$ cat src/logic/cvd_pkg.sv
// Register map, field positions, reset values and sequencer states
// Assumes an 8-bit register port and one ref_clk domain at 10 MHz
package cvd_pkg;
    // Register offsets
    localparam logic [3:0] OFS_CTRL = 4'h0;
    localparam logic [3:0] OFS_COM  = 4'h1;
    localparam logic [3:0] OFS_CON3 = 4'h2;
    localparam logic [3:0] OFS_STAT = 4'h3;
    localparam logic [3:0] OFS_PRE  = 4'h4;
    localparam logic [3:0] OFS_ACQ  = 4'h5;
    localparam logic [3:0] OFS_GRD  = 4'h6;
    localparam logic [3:0] OFS_CAP  = 4'h7;
    localparam logic [3:0] OFS_R0L  = 4'h8;
    localparam logic [3:0] OFS_R0H  = 4'h9;
    localparam logic [3:0] OFS_R1L  = 4'hA;
    localparam logic [3:0] OFS_R1H  = 4'hB;
    localparam logic [3:0] OFS_CH   = 4'hC;
    localparam logic [3:0] OFS_FLAG = 4'hD;
    // Field positions
    localparam int BIT_ON   = 0;
    localparam int BIT_GO   = 1;
    localparam int CHS_LSB  = 2;
    localparam int BIT_EPOL = 0;
    localparam int BIT_IPOL = 1;
    localparam int BIT_INV  = 6;
    localparam int BIT_DBL  = 7;
    localparam int BIT_GPOL = 0;
    localparam int BIT_GB   = 6;
    localparam int BIT_GA   = 7;
    // Reset values and counts
    localparam logic [7:0] REG_RST  = 8'h00;
    localparam logic [6:0] CNT_RST  = 7'h00;
    localparam logic [9:0] RES_RST  = 10'h000;
    localparam logic [3:0] SAR_MSB  = 4'h9;
    localparam logic [1:0] GAP_LAST = 2'h1;  // Two clocks between samples
    // Sequencer stages
    typedef enum logic [2:0] {
        CVD_IDLE,
        CVD_PRE,
        CVD_ACQ,
        CVD_CONV,
        CVD_GAP
    } cvd_state_e;
endpackage

$ cat src/logic/cvd_sar.sv
// Ten-bit successive approximation control, one bit per conversion tick
// Assumes cmp_in is the comparator verdict for the current trial word
`timescale 1ns/1ps
`default_nettype none
module cvd_sar
    import cvd_pkg::*;
(
    // Clock and reset
    input  wire logic       ref_clk,
    input  wire logic       nrst,
    // Control
    input  wire logic       start,
    input  wire logic       abort,
    input  wire logic       tick,
    input  wire logic       cmp_in,
    // Results
    output logic [9:0]      trial,
    output logic [9:0]      result,
    output logic            res_valid,
    output logic            done
);
    logic [9:0] trial_r;
    logic [9:0] res_r;
    logic [3:0] idx_r;
    logic       busy_r;
    logic       valid_r;
    logic       done_r;
    logic       last_bit;

    // Undecided bits copy the last decided one
    function automatic logic [9:0] fill_low(input logic [9:0] v, input logic [3:0] idx);
        logic [9:0] o;
        logic       last;
        o = v;
        last = (idx == SAR_MSB) ? 1'b0 : v[idx + 4'h1];
        for (int i = 0; i < 10; i++)
            if (i <= int'(idx))
                o[i] = last;
        return o;
    endfunction

    assign last_bit = busy_r && tick && (idx_r == 4'h0);

    // Bit-by-bit trial sequence
    always_ff @(posedge ref_clk) begin
        if (!nrst) begin
            busy_r  <= 1'b0;
            trial_r <= RES_RST;
            idx_r   <= 4'h0;
        end else if (abort) begin
            busy_r <= 1'b0;
        end else if (start) begin
            busy_r  <= 1'b1;
            idx_r   <= SAR_MSB;
            trial_r <= 10'h200;
        end else if (busy_r && tick) begin
            trial_r[idx_r] <= cmp_in;
            if (idx_r != 4'h0) begin
                trial_r[idx_r - 4'h1] <= 1'b1;
                idx_r <= idx_r - 4'h1;
            end else begin
                busy_r <= 1'b0;
            end
        end
    end

    // Result capture on completion or abort
    always_ff @(posedge ref_clk) begin
        if (!nrst) begin
            res_r   <= RES_RST;
            valid_r <= 1'b0;
            done_r  <= 1'b0;
        end else begin
            if (busy_r && abort)
                res_r <= fill_low(trial_r, idx_r);
            else if (last_bit)
                res_r <= {trial_r[9:1], cmp_in};
            valid_r <= busy_r && (abort || (tick && idx_r == 4'h0));
            done_r  <= last_bit && !abort;
        end
    end

    assign trial     = trial_r;
    assign result    = res_r;
    assign res_valid = valid_r;
    assign done      = done_r;
endmodule
`default_nettype wire

$ cat src/logic/cvd_seq.sv
// Capacitive divider sequencer: registers, stage control, pin and guard drive
// Assumes synchronous inputs on ref_clk and a one-cycle cycle_tick time base
`timescale 1ns/1ps
`default_nettype none
module cvd_seq
    import cvd_pkg::*;
(
    // Clock and reset
    input  wire logic       ref_clk,
    input  wire logic       nrst,
    // Register port
    input  wire logic [3:0] reg_addr,
    input  wire logic [7:0] reg_wdata,
    input  wire logic       reg_wr,
    input  wire logic       reg_rd,
    output logic [7:0]      reg_rdata,
    // Time base and triggers
    input  wire logic       cycle_tick,
    input  wire logic       trig_in,
    input  wire logic       cmp_in,
    // Converter side
    output logic [9:0]      sar_trial,
    output logic            conv_active,
    output logic            conversion_done_flag,
    // Hold capacitor
    output logic            hold_bias_en,
    output logic            hold_bias_high,
    output logic [3:0]      extra_cap_sel,
    // Channel mux and pin override
    output logic            mux_connect,
    output logic [4:0]      mux_channel,
    output logic [7:0]      sec_mux_connect,
    output logic [7:0]      sec_force_input,
    output logic            pin_drive_en,
    output logic            pin_drive_high,
    output logic [7:0]      sec_drive_en,
    // Guard ring
    output logic            guard_a,
    output logic            guard_a_oe,
    output logic            guard_b,
    output logic            guard_b_oe
);
    cvd_state_e st_r;
    cvd_state_e st_nxt;
    logic [7:0] ctrl_r;
    logic [7:0] con3_r;
    logic [6:0] pre_r;
    logic [6:0] acq_r;
    logic [7:0] grd_r;
    logic [3:0] cap_r;
    logic [7:0] ch_r;
    logic [9:0] res0_r;
    logic [9:0] res1_r;
    logic [7:0] rdata_r;
    logic       go_r;
    logic       go_all_r;
    logic       flag_r;
    logic       sample_r;
    logic       guard_lvl_r;
    logic [1:0] gap_r;
    logic       on;
    logic       inv;
    logic       wr_ctrl;
    logic       wr_com;
    logic       start_evt;
    logic       sw_clr;
    logic       abort;
    logic       tmr_exp;
    logic       tmr_load;
    logic       sar_done;
    logic       sar_valid;
    logic [9:0] sar_res;
    logic       seq_end;

    // First stage of a sample, used at start and after the gap
    function automatic cvd_state_e first_stage(input logic [6:0] pre, input logic [6:0] acq);
        if (pre != 7'h00)
            return CVD_PRE;
        else if (acq != 7'h00)
            return CVD_ACQ;
        else
            return CVD_CONV;
    endfunction

    // Decoded controls
    assign on      = ctrl_r[BIT_ON];
    assign inv     = sample_r && con3_r[BIT_INV] && con3_r[BIT_DBL];
    assign wr_ctrl = reg_wr && (reg_addr == OFS_CTRL);
    assign wr_com  = reg_wr && (reg_addr == OFS_COM);
    assign start_evt = on && (st_r == CVD_IDLE) &&
                       ((wr_ctrl && reg_wdata[BIT_GO]) || (wr_com && reg_wdata[0]) ||
                        trig_in);
    assign sw_clr  = (wr_ctrl && !reg_wdata[BIT_GO] && go_r) ||
                     (wr_com && !reg_wdata[0] && go_all_r);
    assign abort   = (st_r != CVD_IDLE) && (sw_clr || !on);
    assign seq_end = (st_r == CVD_CONV) && sar_done && !abort &&
                     !(con3_r[BIT_DBL] && !sample_r);

    // Next stage
    always_comb begin
        st_nxt = st_r;
        case (st_r)
            CVD_IDLE: if (start_evt) st_nxt = first_stage(pre_r, acq_r);
            CVD_PRE:  if (tmr_exp) st_nxt = (acq_r != 7'h00) ? CVD_ACQ : CVD_CONV;
            CVD_ACQ:  if (tmr_exp) st_nxt = CVD_CONV;
            CVD_CONV: if (sar_done) st_nxt = (con3_r[BIT_DBL] && !sample_r) ? CVD_GAP : CVD_IDLE;
            CVD_GAP:  if (gap_r == GAP_LAST) st_nxt = first_stage(pre_r, acq_r);
            default:  st_nxt = CVD_IDLE;
        endcase
        if (abort)
            st_nxt = CVD_IDLE;
    end

    // Stage register, sample index and gap count
    always_ff @(posedge ref_clk) begin
        if (!nrst) begin
            st_r     <= CVD_IDLE;
            sample_r <= 1'b0;
            gap_r    <= 2'h0;
        end else begin
            st_r  <= st_nxt;
            gap_r <= (st_r == CVD_GAP) ? gap_r + 2'h1 : 2'h0;
            if (start_evt)
                sample_r <= 1'b0;
            else if (st_r == CVD_CONV && st_nxt == CVD_GAP)
                sample_r <= 1'b1;
        end
    end

    // Go flags held through both samples
    always_ff @(posedge ref_clk) begin
        if (!nrst) begin
            go_r     <= 1'b0;
            go_all_r <= 1'b0;
        end else if (!on || seq_end || abort) begin
            go_r     <= 1'b0;
            go_all_r <= 1'b0;
        end else if (start_evt) begin
            go_r     <= 1'b1;
            go_all_r <= wr_com && reg_wdata[0];
        end
    end

    // Stage timer loaded on entry to precharge or acquisition
    assign tmr_load = (st_nxt != st_r) && (st_nxt == CVD_PRE || st_nxt == CVD_ACQ);

    cvd_stage_timer u_timer (
        .ref_clk  (ref_clk),
        .nrst     (nrst),
        .load     (tmr_load),
        .load_val ((st_nxt == CVD_PRE) ? pre_r : acq_r),
        .tick     (cycle_tick),
        .expire   (tmr_exp)
    );

    cvd_sar u_sar (
        .ref_clk   (ref_clk),
        .nrst      (nrst),
        .start     (st_nxt == CVD_CONV && st_r != CVD_CONV),
        .abort     (abort && st_r == CVD_CONV),
        .tick      (cycle_tick),
        .cmp_in    (cmp_in),
        .trial     (sar_trial),
        .result    (sar_res),
        .res_valid (sar_valid),
        .done      (sar_done)
    );

    // Control registers written by software
    always_ff @(posedge ref_clk) begin
        if (!nrst) begin
            ctrl_r <= REG_RST;
            con3_r <= REG_RST;
            pre_r  <= CNT_RST;
            acq_r  <= CNT_RST;
            grd_r  <= REG_RST;
            cap_r  <= 4'h0;
            ch_r   <= REG_RST;
        end else if (reg_wr) begin
            case (reg_addr)
                OFS_CTRL: ctrl_r <= {1'b0, reg_wdata[6:2], 1'b0, reg_wdata[BIT_ON]};
                OFS_CON3: con3_r <= reg_wdata;
                OFS_PRE:  pre_r  <= reg_wdata[6:0];
                OFS_ACQ:  acq_r  <= reg_wdata[6:0];
                OFS_GRD:  grd_r  <= reg_wdata;
                OFS_CAP:  cap_r  <= reg_wdata[3:0];
                OFS_CH:   ch_r   <= reg_wdata;
                default:  ctrl_r <= ctrl_r;
            endcase
        end
    end

    // Result sets, one per sample
    always_ff @(posedge ref_clk) begin
        if (!nrst) begin
            res0_r <= RES_RST;
            res1_r <= RES_RST;
        end else if (sar_valid) begin
            if (sample_r)
                res1_r <= sar_res;
            else
                res0_r <= sar_res;
        end
    end

    // Done flag: hardware set wins over software clear
    always_ff @(posedge ref_clk) begin
        if (!nrst)
            flag_r <= 1'b0;
        else
            flag_r <= seq_end ||
                      (flag_r && !(reg_wr && reg_addr == OFS_FLAG && !reg_wdata[0]));
    end

    // Guard level set at precharge, toggled at acquisition
    always_ff @(posedge ref_clk) begin
        if (!nrst)
            guard_lvl_r <= 1'b0;
        else if (st_nxt == CVD_PRE && st_r != CVD_PRE)
            guard_lvl_r <= grd_r[BIT_GPOL] ^ (sample_r && con3_r[BIT_INV] &&
                           con3_r[BIT_DBL] && st_r == CVD_GAP);
        else if (st_nxt == CVD_ACQ && st_r != CVD_ACQ)
            guard_lvl_r <= ~(grd_r[BIT_GPOL] ^ (con3_r[BIT_INV] && con3_r[BIT_DBL] &&
                           (sample_r || st_r == CVD_GAP) && !start_evt));
    end

    // Register read, data valid the cycle after the strobe
    always_ff @(posedge ref_clk) begin
        if (!nrst) begin
            rdata_r <= REG_RST;
        end else if (reg_rd) begin
            case (reg_addr)
                OFS_CTRL: rdata_r <= {1'b0, ctrl_r[6:2], go_r, on};
                OFS_COM:  rdata_r <= {7'h00, go_all_r};
                OFS_CON3: rdata_r <= con3_r;
                OFS_STAT: rdata_r <= {4'h0, sample_r, 3'(st_r)};
                OFS_PRE:  rdata_r <= {1'b0, pre_r};
                OFS_ACQ:  rdata_r <= {1'b0, acq_r};
                OFS_GRD:  rdata_r <= grd_r;
                OFS_CAP:  rdata_r <= {4'h0, cap_r};
                OFS_R0L:  rdata_r <= res0_r[7:0];
                OFS_R0H:  rdata_r <= {6'h00, res0_r[9:8]};
                OFS_R1L:  rdata_r <= res1_r[7:0];
                OFS_R1H:  rdata_r <= {6'h00, res1_r[9:8]};
                OFS_CH:   rdata_r <= ch_r;
                OFS_FLAG: rdata_r <= {7'h00, flag_r};
                default:  rdata_r <= REG_RST;
            endcase
        end
    end

    // Analog and pin controls follow the stage
    assign reg_rdata       = rdata_r;
    assign conv_active     = (st_r == CVD_CONV);
    assign conversion_done_flag = flag_r;
    assign hold_bias_en    = (st_r == CVD_PRE);
    assign hold_bias_high  = con3_r[BIT_IPOL] ^ inv;
    assign pin_drive_en    = (st_r == CVD_PRE);
    assign pin_drive_high  = con3_r[BIT_EPOL] ^ inv;
    assign mux_connect     = on && (st_r != CVD_PRE);
    assign mux_channel     = ctrl_r[6:2];
    assign sec_mux_connect = {8{mux_connect}} & ch_r;
    assign sec_force_input = ch_r;
    assign sec_drive_en    = {8{st_r == CVD_PRE}} & ch_r;
    assign extra_cap_sel   = (st_r == CVD_CONV) ? 4'h0 : cap_r;
    assign guard_a         = guard_lvl_r;
    assign guard_b         = guard_lvl_r;
    assign guard_a_oe      = on && grd_r[BIT_GA];
    assign guard_b_oe      = on && grd_r[BIT_GB];
endmodule
`default_nettype wire

$ cat src/logic/cvd_stage_timer.sv
// Down counter timing the precharge and acquisition stages
// Assumes tick is a one-cycle pulse per instruction or conversion clock period
`timescale 1ns/1ps
`default_nettype none
module cvd_stage_timer
    import cvd_pkg::*;
(
    // Clock and reset
    input  wire logic       ref_clk,
    input  wire logic       nrst,
    // Load and time base
    input  wire logic       load,
    input  wire logic [6:0] load_val,
    input  wire logic       tick,
    // Stage end
    output logic            expire
);
    logic [6:0] cnt_r;

    // Count down one per tick
    always_ff @(posedge ref_clk) begin
        if (!nrst)
            cnt_r <= CNT_RST;
        else if (load)
            cnt_r <= load_val;
        else if (tick && cnt_r != 7'h00)
            cnt_r <= cnt_r - 7'h01;
    end

    // Last tick of the loaded count
    assign expire = tick && (cnt_r == 7'h01);
endmodule
`default_nettype wire

$ cat config.mk
export PLATFORM = sky130hd
export DESIGN_NAME = cvd_seq
export DESIGN_NICKNAME = d
export VERILOG_FILES = /design/src/logic/cvd_pkg.sv /design/src/logic/cvd_sar.sv /design/src/logic/cvd_seq.sv /design/src/logic/cvd_stage_timer.sv
export SDC_FILE = /design/constraint.sdc
export NUM_CORES = 1
export LEC_CHECK = 0
export BUFFER_PORTS_ARGS = -buffer_cell sky130_fd_sc_hd__buf_2
export CAP_MARGIN = 10
export CORE_MARGIN = 1.5
export CORE_UTILIZATION = 40
export DETAILED_ROUTE_END_ITERATION = 10
export PLACE_DENSITY = 0.7
export REMOVE_ABC_BUFFERS = 1
export SYNTH_ARGS = -nofsm -noshare
export SYNTH_HDL_FRONTEND = slang
export SYNTH_HIERARCHICAL = 1
export SYNTH_SLANG_ARGS = --single-unit
export TNS_END_PERCENT = 20
$ cat constraint.sdc
create_clock -name ref_clk -period 6.79 [get_ports ref_clk]
set_clock_uncertainty 0.1 [all_clocks]
set_input_delay 2.037 -clock ref_clk [delete_from_list [all_inputs] [get_ports ref_clk]]
set_output_delay 2.037 -clock ref_clk [all_outputs]
set_load 0.02 [all_outputs]
Word level (Yosys, flattened, before mapping):

Cells that the tools add are included.

* add/sub/neg operators: 4
* reduce and logical (&&, ||, !) cells: 91
* bitwise operators: 11
* muxes and demuxes: 45
* order comparisons: 14
* eq/ne operators: 29

Operator list (count)
* case mux 8 bit (14 select lines): 1
* two-way mux 10 bit: 5
* logical AND 1 bit: 43
* == test 4 bit, second input constant: 7
* AND reduction 2 bit: 12
* two-way mux 3 bit: 7
* two-way mux 7 bit: 3
* nonzero test 7 bit: 3
* two-way mux 1 bit: 19
* AND 8 bit: 2
* == test 4 x 3 -> 1 bit, second input constant: 4
* less-or-equal comparator 3 x 4 -> 1 bit, first input constant: 4
* two-way mux 4 bit: 4
* less-than comparator 4 x 5 -> 1 bit, second input constant: 3
* case mux 3 bit (5 select lines): 1
* == test 3 x 2 -> 1 bit, second input constant: 4
* bitwise mux 10 bit: 1
* logical OR 1 bit: 10
* OR 10 bit: 1
* nonzero test 2 bit: 5
* zero test 1 bit: 9
* demux 1 bit (select 4 bit): 2
* == test 4 x 2 -> 1 bit, second input constant: 2
* >= comparator 4 x 1 -> 1 bit, second input constant: 2
* other kinds (26): 40

* output and inout port bits: 62
* register bits: 120

Longest topological paths before layout:

* depth in word-level cells: 13
* mapped depth: 14
* depth with buffers taken out: 14

Cells and area by module:

The synthesis kept the hierarchy.

By module, submodules not included
* cvd_seq: area each 4551.9 um2, instances 1, seq. area each 1721.7 um2, cells an instance 566
* cvd_sar: area each 1815.5 um2, instances 1, seq. area each 540.5 um2, cells an instance 219
* cvd_stage_timer: area each 498.0 um2, instances 1, seq. area each 140.1 um2, cells an instance 59

Worst setup path after synthesis:

OpenSTA, ideal clock, no wires.

* path type: input-to-reg
* from: input cycle_tick
* to: register u_timer.cnt_r[0]
* buffers on the path: 1
* stages: 12
* library setup time: 0.120 ns
* path slack: 1.942 ns
* arrival: 4.628 ns
* cell sequence: nor3b_1 and4b_1 mux2i_1 a311oi_1 o32ai_1 a21oi_4 nor3_1 nand2b_1 clkbuf_1 inv_1 and4_2 o31a_1

* word-level cells in the longest chain between the ends: 8

RTL lines
* start, declared: line cvd_seq.sv:18 `input wire logic cycle_tick,`
* logical AND 1 bit (*): line cvd_stage_timer.sv:31 `assign expire = tick && (cnt_r == 7'h01);`
* net tmr_exp: line cvd_seq.sv:68 `logic tmr_exp;`
* two-way mux 3 bit (on tied branches): line cvd_seq.sv:105, cvd_seq.sv:104
* case mux 3 bit (5 select lines) (*): line cvd_seq.sv:102 `case (st_r)`
* two-way mux 3 bit (*): line cvd_seq.sv:110 `if (abort)`
* == test 3 x 1 -> 1 bit or == test 3 x 2 -> 1 bit (tied branches): line cvd_seq.sv:145 `assign tmr_load = (st_nxt != st_r) && (st_nxt == CVD_PRE || st_nxt == CVD_ACQ);`
* logical OR 1 bit: line cvd_seq.sv:145
* logical AND 1 bit (*): line cvd_seq.sv:145
* net tmr_load: line cvd_seq.sv:69 `logic tmr_load;`
* two-way mux 7 bit or nonzero test 2 bit (tied branches)
* end signal, assigned: line cvd_stage_timer.sv:25 `cnt_r <= load_val;`
* end signal, assigned: line cvd_stage_timer.sv:27 `cnt_r <= cnt_r - 7'h01;`
* end, declared: line cvd_stage_timer.sv:18 `logic [6:0] cnt_r;`

Mark *: on every way through the listed nets, which the timed path passes. The rest lies on a longest branch.
A chain may end at the register's enable or synchronous reset.

Worst setup path after layout:

* from: input cycle_tick
* to: register u_sar.trial_r[2] (netlist: u_sar/trial[2])

* word-level cells in the longest chain between the ends: 8

RTL lines
* logical AND 1 bit (*): line cvd_stage_timer.sv:31
* net tmr_exp: line cvd_seq.sv:68
* two-way mux 3 bit (on tied branches): line cvd_seq.sv:105, cvd_seq.sv:104
* case mux 3 bit (5 select lines) (*): line cvd_seq.sv:102
* two-way mux 3 bit (*): line cvd_seq.sv:110
* == test 3 x 2 -> 1 bit (*): line cvd_seq.sv:159 `.start (st_nxt == CVD_CONV && st_r != CVD_CONV),`
* logical AND 1 bit (*): line cvd_seq.sv:159
* nonzero test 2 bit (no source line)
* AND reduction 2 bit (no source line)
* end signal, assigned by index: line cvd_sar.sv:57 `trial_r[idx_r] <= cmp_in;`
* end, declared: line cvd_sar.sv:22 `logic [9:0] trial_r;`

Marked as above.

==> results.ini <==
[routing]
drt-vias-per-instance = 5.77
drt_first_iter_violations = 611
ant_nets = 0
routedWlPerCell_um = 17.5
drc_errors = 0
drt_pass1_iterations = 5
vias = 6465
final_wirelength_mm = 19.6

[placed_design]
hpwlAfterDp_mm = 13.7
number_of_cells_in_the_design_after_placement = 1088
postPlaceCellArea_sq_mm = 0.00726
buffer_ports.inserted = 80
finalWeightedCongestion = 0.955

[critical_path]
worstSetupPathDepth = 14
worst_path_dominant_cell_family = simple AND/OR/NAND/NOR gates
r2r-end = u_sar/trial[2]
cpMaxStageDelayCell = sky130_fd_sc_hd__nor3_1
max_stage_delay_ns = 0.52
worstPathRequired_ns = 7.00
reg2reg_setup_slack_ns = 3.19
critPathArrivalTime_ns = 5.26
r2r_start = u_timer/cnt_r[2]
worstPathBufferInverterCount = 1
timing_worst_setup_path_type = in2reg
worst_r2r_path_depth = 13
timing.critical_path.from_type = primary input
timing.critical_path.cells = buf_2 -> nor3b_1 -> and4b_1 -> mux2i_1 -> a311oi_1 -> o32ai_1 -> a21oi_4 -> nand2_1 -> nor3_1 -> a21oi_1 -> or2_1 -> and2_1 -> o21ai_0 -> o21ai_1
timing.critical_path.fanout_max = 11
end_kind = flip-flop

[timing]
setup-violations-final = 0
timing_hold_violations_final = 0
layout_worst_path_cycle_share_pct = 74.3
period_minus_slack_ns = 5.05
worst_slew_margin_rel_pct = 38.8
setup_total_negative_slack_ns = 0
slew_limit_fails = 0
worst_pin_slew_ns = 0.913
grt_setup_unrepaired = no
fmax_ghz = 0.198

[clock_network]
clockBufferDepth = 2
clk_latency_ns = 0.43
worst_setup_hold_path_clk_slew_ns = 0.05
tritoncts_clock_tree = yes
clk_root_buffer_cell = sky130_fd_sc_hd__clkbuf_16
post_cts_buffers = 0
ctsResizeCount = 0
cts_hold_buf = 0
cts_buffers = 17
cts_num_sinks = 120
ctsHtreeMaxLevel = 4

[cells_and_area]
final_area_sq_mm = 0.00783
number_of_antenna_diodes = 0
multiInputGateArea_sq_mm = 0.00408
post_route_cells_drive_above_1_share_pct = 16.8
non_filler_cells_in_the_finished_layout = 1120
area_delta_synth_final_pct = 14.1
layout.nets = 917
final-seq-area_sq_mm = 0.00240
fill_cells = 1609

[logic_synthesis]
post_synth_instance_area_sq_mm = 0.00687
synth_warnings = 6
netlist-cell-type-count = 93
ys_async_sr_fraction_pct = 0
synth_area_leader = sky130_fd_sc_hd__dfxtp_1
synth.top_cell.area_share_pct = 35.0
synth_top_flop_cell = sky130_fd_sc_hd__dfxtp_1
mapped_avg_cell_area_sq_um = 8.13
netlist_top_cells_area = sky130_fd_sc_hd__dfxtp_1 35%, sky130_fd_sc_hd__mux2i_1 6.3%, sky130_fd_sc_hd__a21oi_1 5.8%
syn_inst_count = 844
ys_seq_elements = 120
count_of_flip_flops_with_a_built_in_enable_after_synthesis = 0
seq_area_frac_synth_pct = 35.0

[min_path]
hp-class = reg2reg
hold-path-cell-count = 1
holdPathEnd = gap_r[0]
min-delay-start = gap_r[0]

[grt]
grt_pass1_wl_mm = 31.2
gr-usage-all-layers_pct = 22.1
grt_max_degree = 76
antenna_found_initial = 0
grt.overflow.total = 0
vias_in_the_first_global_route = 5819

[floorplan]
floorplan.core_area_sq_mm = 0.0167
boundaryPins = 81
die_h_um = 134
core.rowCount = 47
die_area_sq_mm = 0.0180
die_outline_width_um = 134
starting_density_of_the_core_pct = 41.1

[flow_run]
cap_viol_max_count = 0

[pwr]
worst_ir_drop_vdd_mv = 0.177
leakagePower_nw = 3.07
cellPowerDensity_mw_per_mm2 = 238

[outcome]
run_status = completed

==> stage by stage <==
stage	setup slack [ns]	utilization (%)	total power [mW]	hold WS [ns]
floorplan	2.00	-	0.918	0.299
global placement	1.43	43.4	0.989	0.312
detailed placement	1.38	43.4	0.990	0.318
CTS	1.79	46.9	1.87	0.328
global route	1.40	46.9	1.94	0.348
finish	1.74	46.9	1.86	0.319
==> synth_stat cells, types with 16 or more instances <==
library cell	n
sky130_fd_sc_hd__dfxtp_1	120
sky130_fd_sc_hd__mux2i_1	43
sky130_fd_sc_hd__nand3_1	26
sky130_fd_sc_hd__a21oi_1	79
sky130_fd_sc_hd__inv_1	24
sky130_fd_sc_hd__nor2b_1	18
sky130_fd_sc_hd__nor2_1	76
sky130_fd_sc_hd__o21ai_0	35
sky130_fd_sc_hd__nand2_1	105
sky130_fd_sc_hd__and2_1	25
sky130_fd_sc_hd__nor3_1	16
sky130_fd_sc_hd__clkbuf_1	28
sky130_fd_sc_hd__a31oi_1	17
sky130_fd_sc_hd__o21ai_1	20
==> layout by cell type (no fill, tap or decap), types with 16 or more instances in the layout <==
cell,n
sky130_fd_sc_hd__a21oi_1,79
sky130_fd_sc_hd__nand2_1,105
sky130_fd_sc_hd__inv_1,23
sky130_fd_sc_hd__nor2b_1,18
sky130_fd_sc_hd__clkbuf_16,17
sky130_fd_sc_hd__o21ai_0,35
sky130_fd_sc_hd__mux2i_1,43
sky130_fd_sc_hd__nor3_1,16
sky130_fd_sc_hd__buf_2,80
sky130_fd_sc_hd__nand3_1,26
sky130_fd_sc_hd__and2_1,25
sky130_fd_sc_hd__nor2_1,76
sky130_fd_sc_hd__o21ai_1,20
sky130_fd_sc_hd__a31oi_1,17
sky130_fd_sc_hd__dfxtp_1,120
==> power breakdown <==
part	internal (mW)	switching [mW]	total [mW]	leakage [nW]
registers	0.727	0.0345	0.762	0.968
logic	0.0885	0.129	0.217	1.82
clock network	0.564	0.318	0.882	0.286
total	1.38	0.481	1.86	3.07
==> routing by layer <==
metal  up-vias  part of all wire (%)  global-route usage [%]  routed length, um
li1       3112                     -                       -                  -
met1      2999                    44                    29.8               8690
met2       308                    44                    33.9               8650
met3        46                   8.9                    5.63               1740
met4         0                   2.5                    9.02                489
met5         -                     0                       0                  0
==> cell families after synthesis <==
family | after synthesis | synth area share [%]
simple gates | 333 | 24.6
compound gates | 232 | 22.2
flops | 120 | 35.0
buf+inv | 82 | 5.63
mux | 60 | 9.59
fa+ha+maj | 12 | 2.17
xor+xnor | 5 | 0.747
==> cell type report <==
cell class	count	area share, %
Sequential cell	120	30.7
Inverter	25	1.20
Tap cell	220	3.51
Timing Repair Buffer	81	5.21
Clock inverter	9	1.25
Clock buffer	23	6.10
Multi-Input combinational cell	642	52.1
==> worst max-delay path by stage <==
stage                          start             end  slack (ns)
after floorplan           cycle_tick  u_sar/trial[2]        2.00
after global placement    cycle_tick  u_sar/trial[2]        1.43
after detailed placement  cycle_tick  u_sar/trial[2]        1.38
after CTS                 cycle_tick  u_sar/trial[2]        1.79
after global routing      cycle_tick  u_sar/trial[2]        1.40
final                     cycle_tick  u_sar/trial[2]        1.74
==> registers in the layout (all words and copies together), names as in the netlist, 8 cells and up <==
| register | flops |
|---|---|
| sec_force_input | 8 |
| res1_r | 10 |
| reg_rdata | 8 |
| con3_r | 8 |
| u_sar/trial | 10 |
| grd_r | 8 |
| u_sar/result | 10 |
| res0_r | 10 |
(Power assumes the default switching activity.)
